**src/wic_pkg.sv**
```systemverilog
package wic_pkg;
	// ------------------------------------------------------------
	// Clock and timing
	// ------------------------------------------------------------
	localparam int unsigned CLK_HZ             = 40000000;
	localparam int unsigned PALM_WINDOW_MS     = 500;
	localparam int unsigned PALM_WINDOW_CYCLES = CLK_HZ / 1000 * PALM_WINDOW_MS;

	// ------------------------------------------------------------
	// Register offsets
	// ------------------------------------------------------------
	localparam logic [7:0] REG_MODE      = 8'h00;
	localparam logic [7:0] REG_SCHED     = 8'h04;
	localparam logic [7:0] REG_RETRACT   = 8'h08;
	localparam logic [7:0] REG_FORCE     = 8'h0C;
	localparam logic [7:0] REG_COMP      = 8'h10;
	localparam logic [7:0] REG_LIMITS    = 8'h14;
	localparam logic [7:0] REG_STATUS    = 8'h18;
	localparam logic [7:0] REG_LINE_MEAS = 8'h1C;

	// ------------------------------------------------------------
	// Mode and status register field positions
	// ------------------------------------------------------------
	localparam int unsigned MODE_EXT_SEL  = 0;
	localparam int unsigned MODE_PALM     = 1;
	localparam int unsigned MODE_FB_SEC   = 2;
	localparam int unsigned MODE_SEQ_EN   = 3;
	localparam int unsigned MODE_LINE_MON = 4;
	localparam int unsigned MODE_AOO_LO   = 5;
	localparam int unsigned MODE_PRES_LO  = 7;
	localparam int unsigned MODE_UNIT_LO  = 9;
	localparam int unsigned MODE_BEAT_LO  = 11;
	localparam int unsigned STAT_INVALID  = 0;
	localparam int unsigned STAT_HIGH     = 1;
	localparam int unsigned STAT_LOW      = 2;

	// ------------------------------------------------------------
	// Value limits and reset values
	// ------------------------------------------------------------
	localparam logic [6:0]  SCHED_MAX        = 7'h63;
	localparam logic [6:0]  SECOND_SCHED     = 7'h14;
	localparam logic [6:0]  RETRACT_MAX      = 7'h63;
	localparam logic [7:0]  CYL_MIN          = 8'h0A;
	localparam logic [7:0]  CYL_MAX          = 8'h64;
	localparam logic [14:0] BK_LB_MAX        = 15'h3D54;
	localparam logic [14:0] BK_PSI_MAX       = 15'h0064;
	localparam logic [14:0] BK_MA_MIN        = 15'h0028;
	localparam logic [14:0] BK_MA_MAX        = 15'h00C8;
	localparam logic [3:0]  COMP_MAX         = 4'hA;
	localparam logic [9:0]  NOMINAL_MIN      = 10'h0BB;
	localparam logic [9:0]  NOMINAL_MAX      = 10'h279;
	localparam logic [9:0]  LIMIT_MIN        = 10'h0A0;
	localparam logic [9:0]  LIMIT_MAX        = 10'h2EE;
	localparam logic [9:0]  NOMINAL_RST      = 10'h0F0;
	localparam logic [9:0]  HIGH_RST         = 10'h108;
	localparam logic [9:0]  LOW_RST          = 10'h0D8;
	localparam logic [7:0]  CYL_RST          = 8'h28;

	// ------------------------------------------------------------
	// Enumerations
	// ------------------------------------------------------------
	typedef enum logic [1:0] {AOO_OFF = 2'b00, AOO_NO_RETRACT = 2'b01, AOO_RETRACT = 2'b10} wic_aoo_type;
	typedef enum logic [1:0] {PRES_OFF = 2'b00, SENSE_ONLY = 2'b01, CONTROL_ONLY = 2'b10,
		SENSE_AND_CONTROL = 2'b11} wic_pres_type;
	typedef enum logic [1:0] {UNIT_MA = 2'b00, UNIT_CAL_LB = 2'b01, UNIT_PSI = 2'b10,
		UNIT_LB = 2'b11} wic_unit_type;
	typedef enum logic [1:0] {BEAT_NONE = 2'b00, BEAT_SQUEEZE = 2'b01, BEAT_SQUEEZE_AND_WELD = 2'b10,
		BEAT_WAIT_HERE = 2'b11} wic_beat_type;
endpackage

```
**src/wic_palm_if.sv**
```systemverilog
`timescale 1ns/1ps
`default_nettype none
interface wic_palm_if;
	logic left_palm;
	logic right_palm;
	logic enable;
	logic fire;
	logic timing;
	modport owner (output left_palm, output right_palm, output enable, input fire, input timing);
	modport window (input left_palm, input right_palm, input enable, output fire, output timing);
endinterface
`default_nettype wire

```
**src/wic_palm_window.sv**
```systemverilog
`timescale 1ns/1ps
`default_nettype none
module wic_palm_window #(
	parameter int unsigned WINDOW_CYCLES = wic_pkg::PALM_WINDOW_CYCLES
) (
	// Clock and reset
	input wire logic      ref_clk,
	input wire logic      rst,
	// Palm pair
	wic_palm_if.window    palm
);
	import wic_pkg::*;

	typedef struct packed {
		logic [24:0] count;
		logic        armed;
		logic        expired;
		logic        fire;
	} wic_palm_state_type;

	wic_palm_state_type state;
	wic_palm_state_type next_state;
	logic               any_closed;
	logic               both_closed;

	always_comb begin
		next_state = state;
		any_closed = palm.left_palm | palm.right_palm;
		both_closed = palm.left_palm & palm.right_palm;
		next_state.fire = 1'b0;
		if (!palm.enable || !any_closed) begin
			// Both open again: window rearms
			next_state.armed = 1'b0;
			next_state.expired = 1'b0;
			next_state.count = '0;
		end else if (!state.armed && !state.expired) begin
			next_state.armed = 1'b1;
			next_state.count = '0;
			// Both in one cycle counts as inside the window
			if (both_closed) begin
				next_state.fire = 1'b1;
				next_state.expired = 1'b1;
				next_state.armed = 1'b0;
			end
		end else if (state.armed) begin
			if (both_closed) begin
				next_state.fire = 1'b1;
				next_state.armed = 1'b0;
				next_state.expired = 1'b1;
			end else if (state.count >= 25'(WINDOW_CYCLES - 1)) begin
				// Too late: no start until both palms are released
				next_state.armed = 1'b0;
				next_state.expired = 1'b1;
			end else begin
				next_state.count = state.count + 25'h0000001;
			end
		end
	end

	always_ff @(posedge ref_clk) begin
		if (rst) begin
			state <= '0;
		end else begin
			state <= next_state;
		end
	end

	assign palm.fire = state.fire;
	assign palm.timing = state.armed;

	property p_palm_window_bound;
		@(posedge ref_clk) disable iff (rst)
		state.armed |-> state.count < 25'(WINDOW_CYCLES);
	endproperty
	a_palm_window_bound: assert property (p_palm_window_bound) else $error("palm window overran");

	property p_palm_rearm;
		@(posedge ref_clk) disable iff (rst)
		(palm.enable && !palm.left_palm && !palm.right_palm) |=> !state.armed && !state.expired;
	endproperty
	a_palm_rearm: assert property (p_palm_rearm) else $error("palm window did not rearm");
endmodule
`default_nettype wire

```
**src/wic_top.sv**
```systemverilog
// Behaviour
// - Internal select: first initiation runs the stored chosen schedule.
// - External select: seven inputs give schedule, above 99 clamps to 99.
// - Two-palm: both palms closing within 0.5 s starts first schedule.
// - Two-palm on: first still starts its schedule, second starts 20.
// - Feedback source setting picks primary or secondary coil.
// - Air-over-oil off/no-retract/retract; retract times only when retracting.
// - Two retract travel times, 0 to 99 line cycles each.
// - Pressure off/sense/control/both; force unit only when not off.
// - Force unit mA, calibrated lb, PSI or lb; PSI maps 4-20 mA.
// - Changing force unit invalidates stored force data in all schedules.
// - Cylinder diameter 1.0 to 10.0 inch used only in pounds unit.
// - Background valve level only in control states, range by unit.
// - Sequencer runs only when its enable is on.
// - Non-beat: momentary closure runs full sequence; only e-stop halts.
// - Beat during squeeze: opening before squeeze end terminates without weld.
// - Squeeze and weld beat: opening in weld jumps to hold.
// - Wait-here beat allows wait-here cycles; initiation as non-beat.
// - Compensation disabled or 1-10 %, phase-shift schedules only.
// - Compensation follows deviation from nominal 187 to 633 volts.
// - Line monitoring flags high and low line errors.
// - Limits 160 to 750 volts, used only with monitoring on.
`timescale 1ns/1ps
`default_nettype none
module wic_top #(
	parameter int unsigned PALM_CYCLES = wic_pkg::PALM_WINDOW_CYCLES
) (
	// Clock and reset
	input  wire logic        ref_clk,
	input  wire logic        rst,
	// Register port
	input  wire logic [7:0]  reg_addr,
	input  wire logic [31:0] reg_wdata,
	input  wire logic        reg_wr,
	input  wire logic        reg_rd,
	output var  logic [31:0] reg_rdata,
	// Initiation inputs
	input  wire logic        first_initiation,
	input  wire logic        second_initiation,
	input  wire logic        left_palm_initiation,
	input  wire logic        right_palm_initiation,
	input  wire logic [6:0]  schedule_select_inputs,
	input  wire logic        emergency_stop_open,
	// Sequence progress from weld engine
	input  wire logic        in_squeeze,
	input  wire logic        in_weld,
	input  wire logic        phase_shift_schedule,
	// Line sensing
	input  wire logic [9:0]  line_voltage,
	// Start and beat outputs
	output var  logic        start_request,
	output var  logic [6:0]  start_schedule,
	output var  logic        sequence_abort,
	output var  logic        weld_cut_to_hold,
	output var  logic        wait_here_allowed,
	output var  logic        sequencer_run,
	// Configuration outputs
	output var  logic        feedback_secondary,
	output var  logic        retract_active,
	output var  logic [6:0]  retract_open_cycles,
	output var  logic [6:0]  retract_close_cycles,
	output var  logic        force_unit_active,
	output var  logic        cylinder_used,
	output var  logic        background_valve_active,
	output var  logic [14:0] background_valve_level,
	output var  logic        line_comp,
	output var  logic [3:0]  line_comp_max,
	output var  logic signed [10:0] line_deviation,
	output var  logic        high_line_error,
	output var  logic        low_line_error,
	output var  logic        schedule_force_invalid
);
	import wic_pkg::*;

	typedef struct packed {
		logic [15:0] mode;
		logic [6:0]  chosen;
		logic [6:0]  ret_open;
		logic [6:0]  ret_close;
		logic [7:0]  cyl;
		logic [14:0] bk;
		logic [3:0]  comp;
		logic [9:0]  nominal;
		logic [9:0]  high;
		logic [9:0]  low;
		logic        invalid;
		logic        hi_err;
		logic        lo_err;
		logic        first_d;
		logic        second_d;
		logic        seq_live;
		logic        start;
		logic [6:0]  sched;
		logic        abort;
		logic        cut;
		logic [31:0] rdata;
		logic        wait_here;
		logic        fb_sec;
		logic        ret_on;
		logic [6:0]  ret_o;
		logic [6:0]  ret_c;
		logic        unit_on;
		logic        cyl_on;
		logic        bk_on;
		logic [14:0] bk_out;
		logic        comp_on;
		logic signed [10:0] dev;
	} wic_state_type;

	wic_state_type s;
	wic_state_type next_s;
	wic_palm_if    palm_bus ();

	wic_unit_type unit;
	wic_beat_type beat;
	logic [6:0]   first_sched;
	logic [14:0]  bk_lo;
	logic [14:0]  bk_hi;
	logic [14:0]  bk_w;

	// ------------------------------------------------------------
	// Palm window
	// ------------------------------------------------------------
	assign palm_bus.left_palm = left_palm_initiation;
	assign palm_bus.right_palm = right_palm_initiation;
	assign palm_bus.enable = s.mode[MODE_PALM];

	wic_palm_window #(.WINDOW_CYCLES(PALM_CYCLES)) u_palm (
		.ref_clk (ref_clk),
		.rst     (rst),
		.palm    (palm_bus)
	);

	// ------------------------------------------------------------
	// Next state
	// ------------------------------------------------------------
	always_comb begin
		next_s = s;
		unit = wic_unit_type'(s.mode[MODE_UNIT_LO +: 2]);
		beat = wic_beat_type'(s.mode[MODE_BEAT_LO +: 2]);
		bk_lo = (unit == UNIT_MA) ? BK_MA_MIN : 15'h0000;
		unique case (unit)
			UNIT_MA: bk_hi = BK_MA_MAX;
			UNIT_PSI: bk_hi = BK_PSI_MAX;
			UNIT_CAL_LB, UNIT_LB: bk_hi = BK_LB_MAX;
		endcase
		// Bit 0 of the select inputs is the lowest-numbered input
		if (s.mode[MODE_EXT_SEL]) begin
			first_sched = (schedule_select_inputs > SCHED_MAX) ? SCHED_MAX : schedule_select_inputs;
		end else begin
			first_sched = s.chosen;
		end
		bk_w = reg_wdata[14:0];

		next_s.first_d = first_initiation;
		next_s.second_d = second_initiation;
		next_s.start = 1'b0;
		next_s.abort = 1'b0;
		next_s.cut = 1'b0;
		// Closure edges start; highest priority to the first input
		if (!emergency_stop_open) begin
			if (first_initiation && !s.first_d) begin
				next_s.start = 1'b1;
				next_s.sched = first_sched;
			end else if (second_initiation && !s.second_d) begin
				next_s.start = 1'b1;
				next_s.sched = SECOND_SCHED;
			end else if (palm_bus.fire) begin
				next_s.start = 1'b1;
				next_s.sched = first_sched;
			end
		end
		// Only emergency stop halts in non-beat and wait-here
		if (emergency_stop_open) begin
			next_s.abort = 1'b1;
		end else if (!first_initiation && !second_initiation
				&& !(left_palm_initiation && right_palm_initiation)) begin
			if ((beat == BEAT_SQUEEZE || beat == BEAT_SQUEEZE_AND_WELD) && in_squeeze) begin
				next_s.abort = 1'b1;
			end
			if (beat == BEAT_SQUEEZE_AND_WELD && in_weld) begin
				next_s.cut = 1'b1;
			end
		end
		next_s.seq_live = s.mode[MODE_SEQ_EN];

		// Line limits act only while monitoring
		next_s.hi_err = s.mode[MODE_LINE_MON] && (line_voltage > s.high);
		next_s.lo_err = s.mode[MODE_LINE_MON] && (line_voltage < s.low);

		if (reg_wr) begin
			unique case (reg_addr)
				REG_MODE: begin
					next_s.mode = reg_wdata[15:0];
					if (reg_wdata[MODE_UNIT_LO +: 2] != s.mode[MODE_UNIT_LO +: 2]) begin
						next_s.invalid = 1'b1;
					end
				end
				REG_SCHED: if (reg_wdata[6:0] <= SCHED_MAX) next_s.chosen = reg_wdata[6:0];
				REG_RETRACT: begin
					if (reg_wdata[6:0] <= RETRACT_MAX) next_s.ret_open = reg_wdata[6:0];
					if (reg_wdata[14:8] <= RETRACT_MAX) next_s.ret_close = reg_wdata[14:8];
				end
				REG_FORCE: begin
					if (reg_wdata[7:0] >= CYL_MIN && reg_wdata[7:0] <= CYL_MAX) begin
						next_s.cyl = reg_wdata[7:0];
					end
					bk_w = reg_wdata[30:16];
					if (bk_w >= bk_lo && bk_w <= bk_hi) next_s.bk = bk_w;
				end
				REG_COMP: begin
					if (reg_wdata[3:0] <= COMP_MAX) next_s.comp = reg_wdata[3:0];
					if (reg_wdata[25:16] >= NOMINAL_MIN && reg_wdata[25:16] <= NOMINAL_MAX) begin
						next_s.nominal = reg_wdata[25:16];
					end
				end
				REG_LIMITS: begin
					if (reg_wdata[9:0] >= LIMIT_MIN && reg_wdata[9:0] <= LIMIT_MAX) next_s.high = reg_wdata[9:0];
					if (reg_wdata[25:16] >= LIMIT_MIN && reg_wdata[25:16] <= LIMIT_MAX) begin
						next_s.low = reg_wdata[25:16];
					end
				end
				REG_STATUS: if (reg_wdata[STAT_INVALID]) next_s.invalid = 1'b0;
				default: ;
			endcase
		end

		// Decodes follow the settings being stored, so every output is a flop
		next_s.wait_here = (next_s.mode[MODE_BEAT_LO +: 2] == BEAT_WAIT_HERE);
		next_s.fb_sec = next_s.mode[MODE_FB_SEC];
		next_s.ret_on = (next_s.mode[MODE_AOO_LO +: 2] == AOO_RETRACT);
		next_s.ret_o = next_s.ret_on ? next_s.ret_open : 7'h00;
		next_s.ret_c = next_s.ret_on ? next_s.ret_close : 7'h00;
		next_s.unit_on = (next_s.mode[MODE_PRES_LO +: 2] != PRES_OFF);
		next_s.cyl_on = next_s.unit_on && (next_s.mode[MODE_UNIT_LO +: 2] == UNIT_LB);
		next_s.bk_on = next_s.mode[MODE_PRES_LO + 1];
		next_s.bk_out = next_s.bk_on ? next_s.bk : 15'h0000;
		next_s.comp_on = (next_s.comp != 4'h0) && phase_shift_schedule;
		next_s.dev = 11'(signed'({1'b0, line_voltage}) - signed'({1'b0, next_s.nominal}));
		next_s.rdata = 32'h00000000;
		if (reg_rd) begin
			unique case (reg_addr)
				REG_MODE: next_s.rdata = {16'h0000, s.mode};
				REG_SCHED: next_s.rdata = {25'h0000000, s.chosen};
				REG_RETRACT: next_s.rdata = {17'h00000, s.ret_close, 1'b0, s.ret_open};
				REG_FORCE: next_s.rdata = {1'b0, s.bk, 8'h00, s.cyl};
				REG_COMP: next_s.rdata = {6'h00, s.nominal, 12'h000, s.comp};
				REG_LIMITS: next_s.rdata = {6'h00, s.low, 6'h00, s.high};
				REG_STATUS: next_s.rdata = {29'h00000000, s.lo_err, s.hi_err, s.invalid};
				REG_LINE_MEAS: next_s.rdata = {22'h000000, line_voltage};
				default: next_s.rdata = 32'h00000000;
			endcase
		end
	end

	always_ff @(posedge ref_clk) begin
		if (rst) begin
			s <= '0;
			s.cyl <= CYL_RST;
			s.nominal <= NOMINAL_RST;
			s.high <= HIGH_RST;
			s.low <= LOW_RST;
		end else begin
			s <= next_s;
		end
	end

	// ------------------------------------------------------------
	// Outputs, all flop-driven
	// ------------------------------------------------------------
	always_comb begin
		reg_rdata = s.rdata;
		start_request = s.start;
		start_schedule = s.sched;
		sequence_abort = s.abort;
		weld_cut_to_hold = s.cut;
		wait_here_allowed = s.wait_here;
		sequencer_run = s.seq_live;
		feedback_secondary = s.fb_sec;
		retract_active = s.ret_on;
		retract_open_cycles = s.ret_o;
		retract_close_cycles = s.ret_c;
		force_unit_active = s.unit_on;
		cylinder_used = s.cyl_on;
		background_valve_active = s.bk_on;
		background_valve_level = s.bk_out;
		line_comp = s.comp_on;
		line_comp_max = s.comp;
		line_deviation = s.dev;
		high_line_error = s.hi_err;
		low_line_error = s.lo_err;
		schedule_force_invalid = s.invalid;
	end

	property p_ext_clamp;
		@(posedge ref_clk) disable iff (rst)
		(s.mode[MODE_EXT_SEL] && first_initiation && !s.first_d && !emergency_stop_open)
			|=> start_request && start_schedule <= SCHED_MAX;
	endproperty
	a_ext_clamp: assert property (p_ext_clamp) else $error("external schedule not clamped");

	property p_second_20;
		@(posedge ref_clk) disable iff (rst)
		(second_initiation && !s.second_d && !first_initiation && !emergency_stop_open)
			|=> start_request && start_schedule == SECOND_SCHED;
	endproperty
	a_second_20: assert property (p_second_20) else $error("second initiation not schedule 20");

	property p_unit_invalid;
		@(posedge ref_clk) disable iff (rst)
		(reg_wr && reg_addr == REG_MODE && reg_wdata[10:9] != s.mode[10:9]) |=> schedule_force_invalid;
	endproperty
	a_unit_invalid: assert property (p_unit_invalid) else $error("unit change not flagged");

	property p_retract_hidden;
		@(posedge ref_clk) disable iff (rst)
		!retract_active |-> retract_open_cycles == 7'h00 && retract_close_cycles == 7'h00;
	endproperty
	a_retract_hidden: assert property (p_retract_hidden) else $error("retract time active");

	property p_retract_range;
		@(posedge ref_clk) disable iff (rst)
		s.ret_open <= RETRACT_MAX && s.ret_close <= RETRACT_MAX;
	endproperty
	a_retract_range: assert property (p_retract_range) else $error("retract time out of range");

	property p_line_high;
		@(posedge ref_clk) disable iff (rst)
		(s.mode[MODE_LINE_MON] && line_voltage > s.high && !(reg_wr)) |=> high_line_error;
	endproperty
	a_line_high: assert property (p_line_high) else $error("high line not flagged");

	property p_line_off;
		@(posedge ref_clk) disable iff (rst)
		!s.mode[MODE_LINE_MON] |=> !low_line_error && !high_line_error;
	endproperty
	a_line_off: assert property (p_line_off) else $error("line error while monitor off");

	property p_weld_cut;
		@(posedge ref_clk) disable iff (rst)
		(s.mode[12:11] == 2'b10 && in_weld && !first_initiation && !second_initiation
			&& !left_palm_initiation && !emergency_stop_open) |=> weld_cut_to_hold;
	endproperty
	a_weld_cut: assert property (p_weld_cut) else $error("weld not cut to hold");

	property p_no_beat;
		@(posedge ref_clk) disable iff (rst)
		(s.mode[12:11] == 2'b00 && !emergency_stop_open) |=> !sequence_abort && !weld_cut_to_hold;
	endproperty
	a_no_beat: assert property (p_no_beat) else $error("non-beat abort without stop");
endmodule
`default_nettype wire

```
**config.mk**
```make
export PLATFORM = sky130hd
export DESIGN_NAME = wic_top
export DESIGN_NICKNAME = d
export VERILOG_FILES = /design/src/wic_pkg.sv /design/src/wic_palm_if.sv /design/src/wic_palm_window.sv /design/src/wic_top.sv
export SDC_FILE = /design/constraint.sdc
export NUM_CORES = 1
export LEC_CHECK = 0
export BUFFER_PORTS_ARGS = -buffer_cell sky130_fd_sc_hd__buf_2
export CAP_MARGIN = 20
export CORE_MARGIN = 4
export CORE_UTILIZATION = 40
export CTS_CLUSTER_SIZE = 10
export DETAILED_ROUTE_END_ITERATION = 6
export SLEW_MARGIN = 15
export SYNTH_ARGS = -nofsm -noshare
export SYNTH_HDL_FRONTEND = slang
export SYNTH_SLANG_ARGS = --single-unit
```
**constraint.sdc**
```tcl
create_clock -name ref_clk -period 2.8 [get_ports ref_clk]
set_input_delay 0.14 -clock ref_clk [delete_from_list [all_inputs] [get_ports ref_clk]]
set_output_delay 0.14 -clock ref_clk [all_outputs]
set_load 0.01 [all_outputs]
```
# == Word level (Yosys, flattened, before mapping) ==
# Index checks and enable logic that the tools add are counted.
# totals
word_cells,174
ff_bits,217
inputBits,69
out_inout_bits,97
# op_classes
reduce_logical,53
n_bitwise,9
magnitude_cmp,17
n_eq_ne,19
mux,37
n_addsub,2
# ops
operator,count
$pmux 31 s8,1
$mux 92,1
$pmux 15 s3,1
$mux 7,6
$eq 8x5->1 const B,4
$mux 8,4
$ge 10x8->1 const B,3
$le 10x10->1 const B,3
$mux 10,3
$mux 14,2
$add 25x1->25 const B,1
$ge 25x25->1 const B,1
$mux 23,1
$mux 20,1
$reduce_and 3->1,6
$logic_and 1x1->1,17
$eq 8x4->1 const B,2
$ge 15x6->1,1
$le 15x15->1,1
$mux 15,1
$le 7x7->1 const B,2
$mux 13,1
$eq 2x2->1 const B,6
$reduce_or 2->1,6
31 further kinds,62

# == Depth between registers and ports, before layout ==
# Gate-level depths: netlist (run 1).
# logic_depth
word_depth,11
ltp_mapped,15
ltp_nobuf,12

# == Hierarchy ==
# A second synthesis (run 1) with hierarchy kept.
# hier_totals
cells_unflattened,1131
area_unflattened_um2,10117.2
# modules_own_cells
module,cells_each,area_each_um2,seq_area_each_um2,n_inst
wic_top,934,8473.1,3723.6,1
wic_palm_window,197,1644.1,560.5,1

# == Worst setup path before layout (run 1) ==
# Ideal clock, no wire load.
# synth_timing
kind,in2reg
from,input port reg_addr[3]
to,"register s, in the netlist line_deviation[8]"
setup_time_ns,0.062
path_buffers,2
stages,13
slack_ns,-0.136
required_time_ns,2.738
arrival_time_ns,2.873
cell_sequence,buf_6 > nor4_4 > and3_4 > nand3_2 > buf_6 > mux2_2 > ha_1 > inv_1 > fa_1 > a21o_1 > maj3_1 > or4_1 > nand3_1
# synth_rtl
item,line_no,rtl
start: declaration,wic_top.sv:32,"input wire logic [7:0] reg_addr,"
end signal: assignment,wic_top.sv:264,s <= next_s;
end: declaration,wic_top.sv:110,wic_state_type s;

# == Worst setup path in the final report (run 1) ==
# layout_timing
from,input port reg_addr[2]
to,"register s, in the netlist line_deviation[9]"
# layout_between
elab_chain_len,4
# layout_rtl
item,line_no,rtl
$eq 8x5->1,wic_top.sv:192,unique case (reg_addr)
$mux 14,wic_top.sv:192,
$mux 92,wic_top.sv:191,if (reg_wr) begin
$sub 10x10->11,wic_top.sv:239,"next_s.dev = 11'(signed'({1'b0, line_voltage}) - signed'({1'b0, next_s.nominal}));"
# No other way between the ends.
# A chain may end at the register's enable or synchronous reset.

==> results of run 1 <==
[layout make-up]
| class | instances | area (um^2) | share of cell area |
|---|---|---|---|
| Multi-Input combinational cell | 778 | 5010 | 0.4082 |
| Sequential cell | 214 | 4284 | 0.3491 |
| Timing Repair Buffer | 264 | 1684 | 0.1372 |
| Clock buffer | 33 | 696.9 | 0.05678 |
| Tap cell | 330 | 412.9 | 0.03364 |
| Inverter | 35 | 131.4 | 0.01070 |
| Clock inverter | 3 | 51.30 | 0.004180 |
| Antenna cell | 1 | 2.502 | 0.0002039 |
[worst min path at each step]
stage / cells after the start / slack (ns) / end / startpoint
final: 4 / 0.02 / start_schedule[0] / emergency_stop_open
after global routing: 3 / 0.02 / weld_cut_to_hold / emergency_stop_open
after CTS: 4 / 0.006 / u_palm.palm.timing / left_palm_initiation
after detailed placement: 2 / 0.38 / line_comp / phase_shift_schedule
after global placement: 2 / 0.38 / line_comp / phase_shift_schedule
after floorplan: 2 / 0.26 / sequence_abort / emergency_stop_open
[power by group]
| group | total, mW | internal [mW] | switching, mW |
|---|---|---|---|
| clock | 3.04 | 1.81 | 1.23 |
| sequential | 3.07 | 3.07 | 0.00657 |
| combinational | 0.460 | 0.189 | 0.271 |
[Yosys cell counts (10+ instances only)]
cell,number,area [um^2]
a21oi_1,51,255.2
nor2b_1,14,87.58
nand3_1,36,180.2
buf_4,87,653.1
clkbuf_1,44,165.2
buf_2,12,60.06
o211ai_1,10,75.07
xor2_1,24,210.2
nor2_1,158,593.1
nor3_1,19,95.09
a31oi_1,10,62.56
dfxtp_1,214,4284
a22oi_1,21,157.7
and3_1,16,100.1
a222oi_1,15,150.1
inv_1,35,131.4
nand4_1,16,100.1
o21ai_0,14,70.07
mux2i_1,78,780.8
ha_1,42,525.5
nand2_1,129,484.2
[through the flow]
stage	std cells	setup TNS, ns
3_5_place_dp	1588	-1.019
5_1_grt	1658	0
3_3_place_gp	1588	-0.2623
4_1_cts	1657	0
6_report	1658	0
2_1_floorplan	1177	0
[worst max-delay path: stages]
cell and delay (ns):
buf_2 0.11, nor4b_2 0.37, and3_4 0.28, nand3_2 0.11
buf_4 0.21, mux2i_1 0.24, ha_1 0.29, nor2_1 0.11
a21oi_1 0.09, or3_1 0.33, a211o_1 0.37, nor2_1 0.16
a211oi_2 0.05
[cells by family after synthesis]
group                      synth area share
AOI/OAI and AO/OA                    0.1282
xor gates and xnor gates            0.02795
adders and majority gates           0.05371
buffers and inverters                0.1026
DFF                                  0.4142
muxes                               0.07658
other                             0.0003626
and+or+nand+nor                      0.1963
[sequential cells by signal (all words and copies together) (netlist names), 2 cells and up]
name and cells:
s 88, u_palm.state 26, retract_close_cycles 7, start_schedule 7, reg_rdata 31, background_valve_level 15
line_deviation 11, beat 2, line_comp_max 4, retract_open_cycles 7
[what timing repair did]
item | 4_1_cts | 5_1_grt
gates resized for setup | 0 | 0
endpoints found under the hold margin | 45 | 0
hold buffers | 33 | 0
setup endpoints to repair | 0 | 0
[layer usage]
metal	global-route usage	routed length, um	vias to the layer above
met1	0.2737	13380	4168
li1	-	-	4291
met2	0.3318	13890	304
met4	0.07410	917	0
met5	0	0	-
met3	0.04577	2077	66
==> results.sh, run 1 <==
export IMPL_endpoint_kind="register"
export IMPL_n_fill_cell=2428
export IMPL_startpoint_type="input port"
export IMPL_syn_avg_cell_area_um2=8.787
export IMPL_power_density_nw_per_um2=535.6
export IMPL_num_vias=8829
export IMPL_crit_type="input port to register"
export IMPL_syn_area_um2=10340
export IMPL_ys_seq_area_frac=0.4142
export IMPL_grt_pass1_vias=8780
export IMPL_place_congestion=0.8585
export IMPL_rsz0062_at_grt="no"
export IMPL_drt_iter0_drc=709
export IMPL_ys_warn_count=0
export IMPL_ff2ff_path_depth=11
export IMPL_worst_slack_ns=0.3044
export IMPL_drive_gt1_frac=0.2155
export IMPL_core_um2=25330
export IMPL_hold_slack_ns=0.02065
export IMPL_synth_async_reset_ratio=0
export IMPL_wl_um=30270
export IMPL_synth_distinct_cells=75
export IMPL_fin_util=0.4846
export IMPL_gr_total_overflow=0
export IMPL_port_buffers=163
export IMPL_hold_violations=0
export IMPL_hold_path_class="input port to register"
export IMPL_fin_skew_ns=0.008520
export IMPL_hpwl_um=22140
export IMPL_drv_cap=0
export IMPL_die_area_um2=28490
export IMPL_die_w_um=168.8
export IMPL_tightestPinTransition_ns=0.7700
export IMPL_wl_per_cell_um=18.25
export IMPL_power_mw=6.573
export IMPL_synth_edf_count=0
export IMPL_period_needed_ns=2.496
export IMPL_max_freq_ghz=0.4007
export IMPL_finalInstanceArea_um2=12270
export IMPL_p_leak_nw=5.214
export IMPL_syn_nets=1289
export IMPL_clkLatencyLatePin_ns=0.52
export IMPL_nets=1431
export IMPL_cts_sinks=214
export IMPL_drtAntennaViolNets=0
export IMPL_slew_viol_final=0
export IMPL_initial_utilization=0.4084
export IMPL_routed_via_density=5.325
export IMPL_status="complete, no violations"
export IMPL_syn_inst=1177
export IMPL_synth_ff_type="dfxtp_1"
export IMPL_htreeDepth=1
export IMPL_grt_start_max_net_pins=69
export IMPL_rows=58
export IMPL_cp_max_fo=9
export IMPL_drc_errors=0
export IMPL_cp_arrival_ns=2.87
export IMPL_finalCritPeriodShare=0.8913
export IMPL_setup_viol=0
export IMPL_cp_required_ns=3.18
export IMPL_vdd_ir_drop_max_mv=0.4000
export IMPL_rr_endpoint="background_valve_level[12]"
export IMPL_die_h_um=168.8
export IMPL_cts_clk_slew_worst_paths_ns=0.05
export IMPL_max_slew_margin_rel=0.4785
export IMPL_worstSetupEndpoint="line_deviation[9]"
export IMPL_placement_cell_area_um2=11190
export IMPL_startpoint="reg_addr[2]"
export IMPL_area_delta_synth_final_pct=18.67
export IMPL_ys_ff_latch=214
export IMPL_layout_common_cells="dfxtp_1, buf_2, nor2_1"
export IMPL_cts_made_buffers=26
export IMPL_cts_setup_buffers=0
export IMPL_cts_tree="yes"
export IMPL_ff2ff_setup_slack_ns=0.30
export IMPL_pre_cts_ws_ns=-0.2350
export IMPL_clockBufferDepth=3
export IMPL_r2r_start="s[182]"
export IMPL_grt_total_usage=0.2064
export IMPL_first_pass_iters=5
export IMPL_grt_pass1_wl_um=47470
export IMPL_root_buffer="clkbuf_16"
export IMPL_ios=166
export IMPL_antenna_found_initial=1
export IMPL_final_common_cell="dfxtp_1"
No activity file was read; power rests on OpenSTA's default activity.
==> run 2, diff against run 1 <==
CAP_MARGIN = 0   (was 20)
CELL_PAD_IN_SITES_DETAIL_PLACEMENT = 0   (was not set)
CELL_PAD_IN_SITES_GLOBAL_PLACEMENT = 2   (was not set)
CORE_UTILIZATION = 31   (was 40)
CTS_BUF_LIST = sky130_fd_sc_hd__clkbuf_16   (was not set)
PLACE_DENSITY_LB_ADDON = 0.1   (was not set)
==> results.sh, run 2 (synthesis results as in run 1) <==
export IMPL_status="complete, no violations"
export IMPL_drt_iter0_drc=501
export IMPL_fin_skew_ns=0.01025
export IMPL_period_needed_ns=2.641
export IMPL_power_density_nw_per_um2=524.8
export IMPL_first_pass_iters=7
export IMPL_hold_violations=0
export IMPL_grt_busiest_layer="met2"
export IMPL_n_fill_cell=3446
export IMPL_rsz0062_at_grt="no"
export IMPL_wl_um=35330
export IMPL_layout_common_cells="dfxtp_1, buf_2, nor2_1"
export IMPL_drv_cap=0
export IMPL_setup_viol=0
export IMPL_port_buffers=163
export IMPL_largest_register_ffs=88
export IMPL_max_freq_ghz=0.3787
export IMPL_clkLatencyLatePin_ns=0.53
export IMPL_drtAntennaViolNets=0
export IMPL_finalCritPeriodShare=0.9431
export IMPL_max_slew_margin_rel=0.4811
export IMPL_hold_slack_ns=0.01750
export IMPL_cts_clk_slew_worst_paths_ns=0.06
export IMPL_rows=66
export IMPL_gr_total_overflow=0
export IMPL_die_area_um2=36350
export IMPL_regMostFlops="s"
export IMPL_wl_per_cell_um=19.83
export IMPL_cts_tree="yes"
export IMPL_slew_viol_final=0
export IMPL_crit_type="input port to register"
export IMPL_placement_cell_area_um2=11450
export IMPL_htreeDepth=1
export IMPL_p_leak_nw=5.259
export IMPL_fin_util=0.3836
export IMPL_use_met2=0.2957
export IMPL_grtUsageMet3=0.03772
export IMPL_cp_arrival_ns=3.05
export IMPL_cts_sinks=214
export IMPL_nets=1438
export IMPL_grt_start_max_net_pins=103
export IMPL_grtUsageMet1=0.2724
export IMPL_place_congestion=0.7845
export IMPL_grt_total_usage=0.1899
export IMPL_grt_pass1_vias=8842
export IMPL_hold_path_class="input port to register"
export IMPL_cp_required_ns=3.21
export IMPL_final_common_cell="dfxtp_1"
export IMPL_antenna_found_initial=1
export IMPL_ios=166
export IMPL_die_h_um=190.7
export IMPL_root_buffer="clkbuf_16"
export IMPL_drive_gt1_frac=0.2278
export IMPL_drc_errors=0
export IMPL_area_delta_synth_final_pct=21.29
export IMPL_endpoint_kind="register"
export IMPL_grt_pass1_wl_um=53830
export IMPL_num_vias=8800
export IMPL_vdd_ir_drop_max_mv=0.3941
export IMPL_cp_max_fo=4
export IMPL_cts_setup_buffers=0
export IMPL_hpwl_um=26230
export IMPL_initial_utilization=0.3163
export IMPL_cts_made_buffers=27
export IMPL_die_w_um=190.7
export IMPL_startpoint_type="input port"
export IMPL_clockBufferDepth=3
export IMPL_finalInstanceArea_um2=12540
export IMPL_core_um2=32700
export IMPL_tightestPinTransition_ns=0.7766
export IMPL_insertedDiodeCount=0
export IMPL_routed_via_density=4.941
## run 2: cell types whose count changed in the layout (fill, tap and decap cells not counted), sizes merged
cell	change
diode	-1
dlygate4sd3	-4
clkbuf	-6
buf	+10
clkinv	+8
inv	+5
bufinv	-1
## run 2: final timing paths
path / startpoint / end / slack, ns / cells after the start
min reg2reg: s[188] / s[188] / 0.45 / 2
max: reg_wdata[17] / line_deviation[7] / 0.16 / 14
min: emergency_stop_open / start_schedule[0] / 0.02 / 4
max reg2reg: s[183] / background_valve_level[1] / 0.31 / 11
## run 2: layer usage
layer,up-vias,share of wire,wire [um]
met3,36,0.058,2043
li1,4330,-,-
met4,0,0.019,671
met2,239,0.44,15570
met5,-,0,0
met1,4195,0.48,17040
## run 2: layout make-up
cell class | count | area [um^2] | area share
multi-input cells | 778 | 5086 | 0.4054
flip-flops and latches | 214 | 4284 | 0.3415
well taps | 442 | 553.0 | 0.04409
clock buffers | 27 | 675.6 | 0.05386
clock inverters | 15 | 63.81 | 0.005087
repair buffers | 270 | 1750 | 0.1395
inverters | 35 | 131.4 | 0.01047
## run 2: stage by stage
stage | setup TNS [ns] | setup slack (ns) | total power [mW] | cells
after detailed placement | -0.5766 | -0.1376 | 3.598 | 1711
final | 0 | 0.1592 | 6.584 | 1781
after CTS | 0 | 0.05196 | 6.692 | 1782
after floorplan | 0 | 0.06891 | 3.377 | 1177
after global routing | 0 | 0.005712 | 6.847 | 1781
after global placement | -0.1269 | -0.07720 | 3.598 | 1711
## run 2: repair_timing
action,CTS,global route
hold endpoints to repair,46,0
resized for setup,0,13
setup endpoints to repair,0,6
hold buffers,29,0
## run 2: power breakdown
part	total, mW	leakage, nW	internal [mW]	switching (mW)
clock network	3.02	0.379	1.71	1.31
logic	0.492	3.15	0.202	0.290
registers	3.07	1.73	3.07	0.00747
## run 2: worst max-delay path, cell delays in order
cell,delay [ns]
dlygate4sd3_1,0.60
a21oi_1,0.22
o211ai_2,0.13
nand3_4,0.13
buf_6,0.13
mux2i_4,0.27
ha_4,0.24
nor2_2,0.11
a21oi_2,0.05
or3_4,0.37
a211o_4,0.38
buf_4,0.15
nand2_1,0.06
o211ai_2,0.07
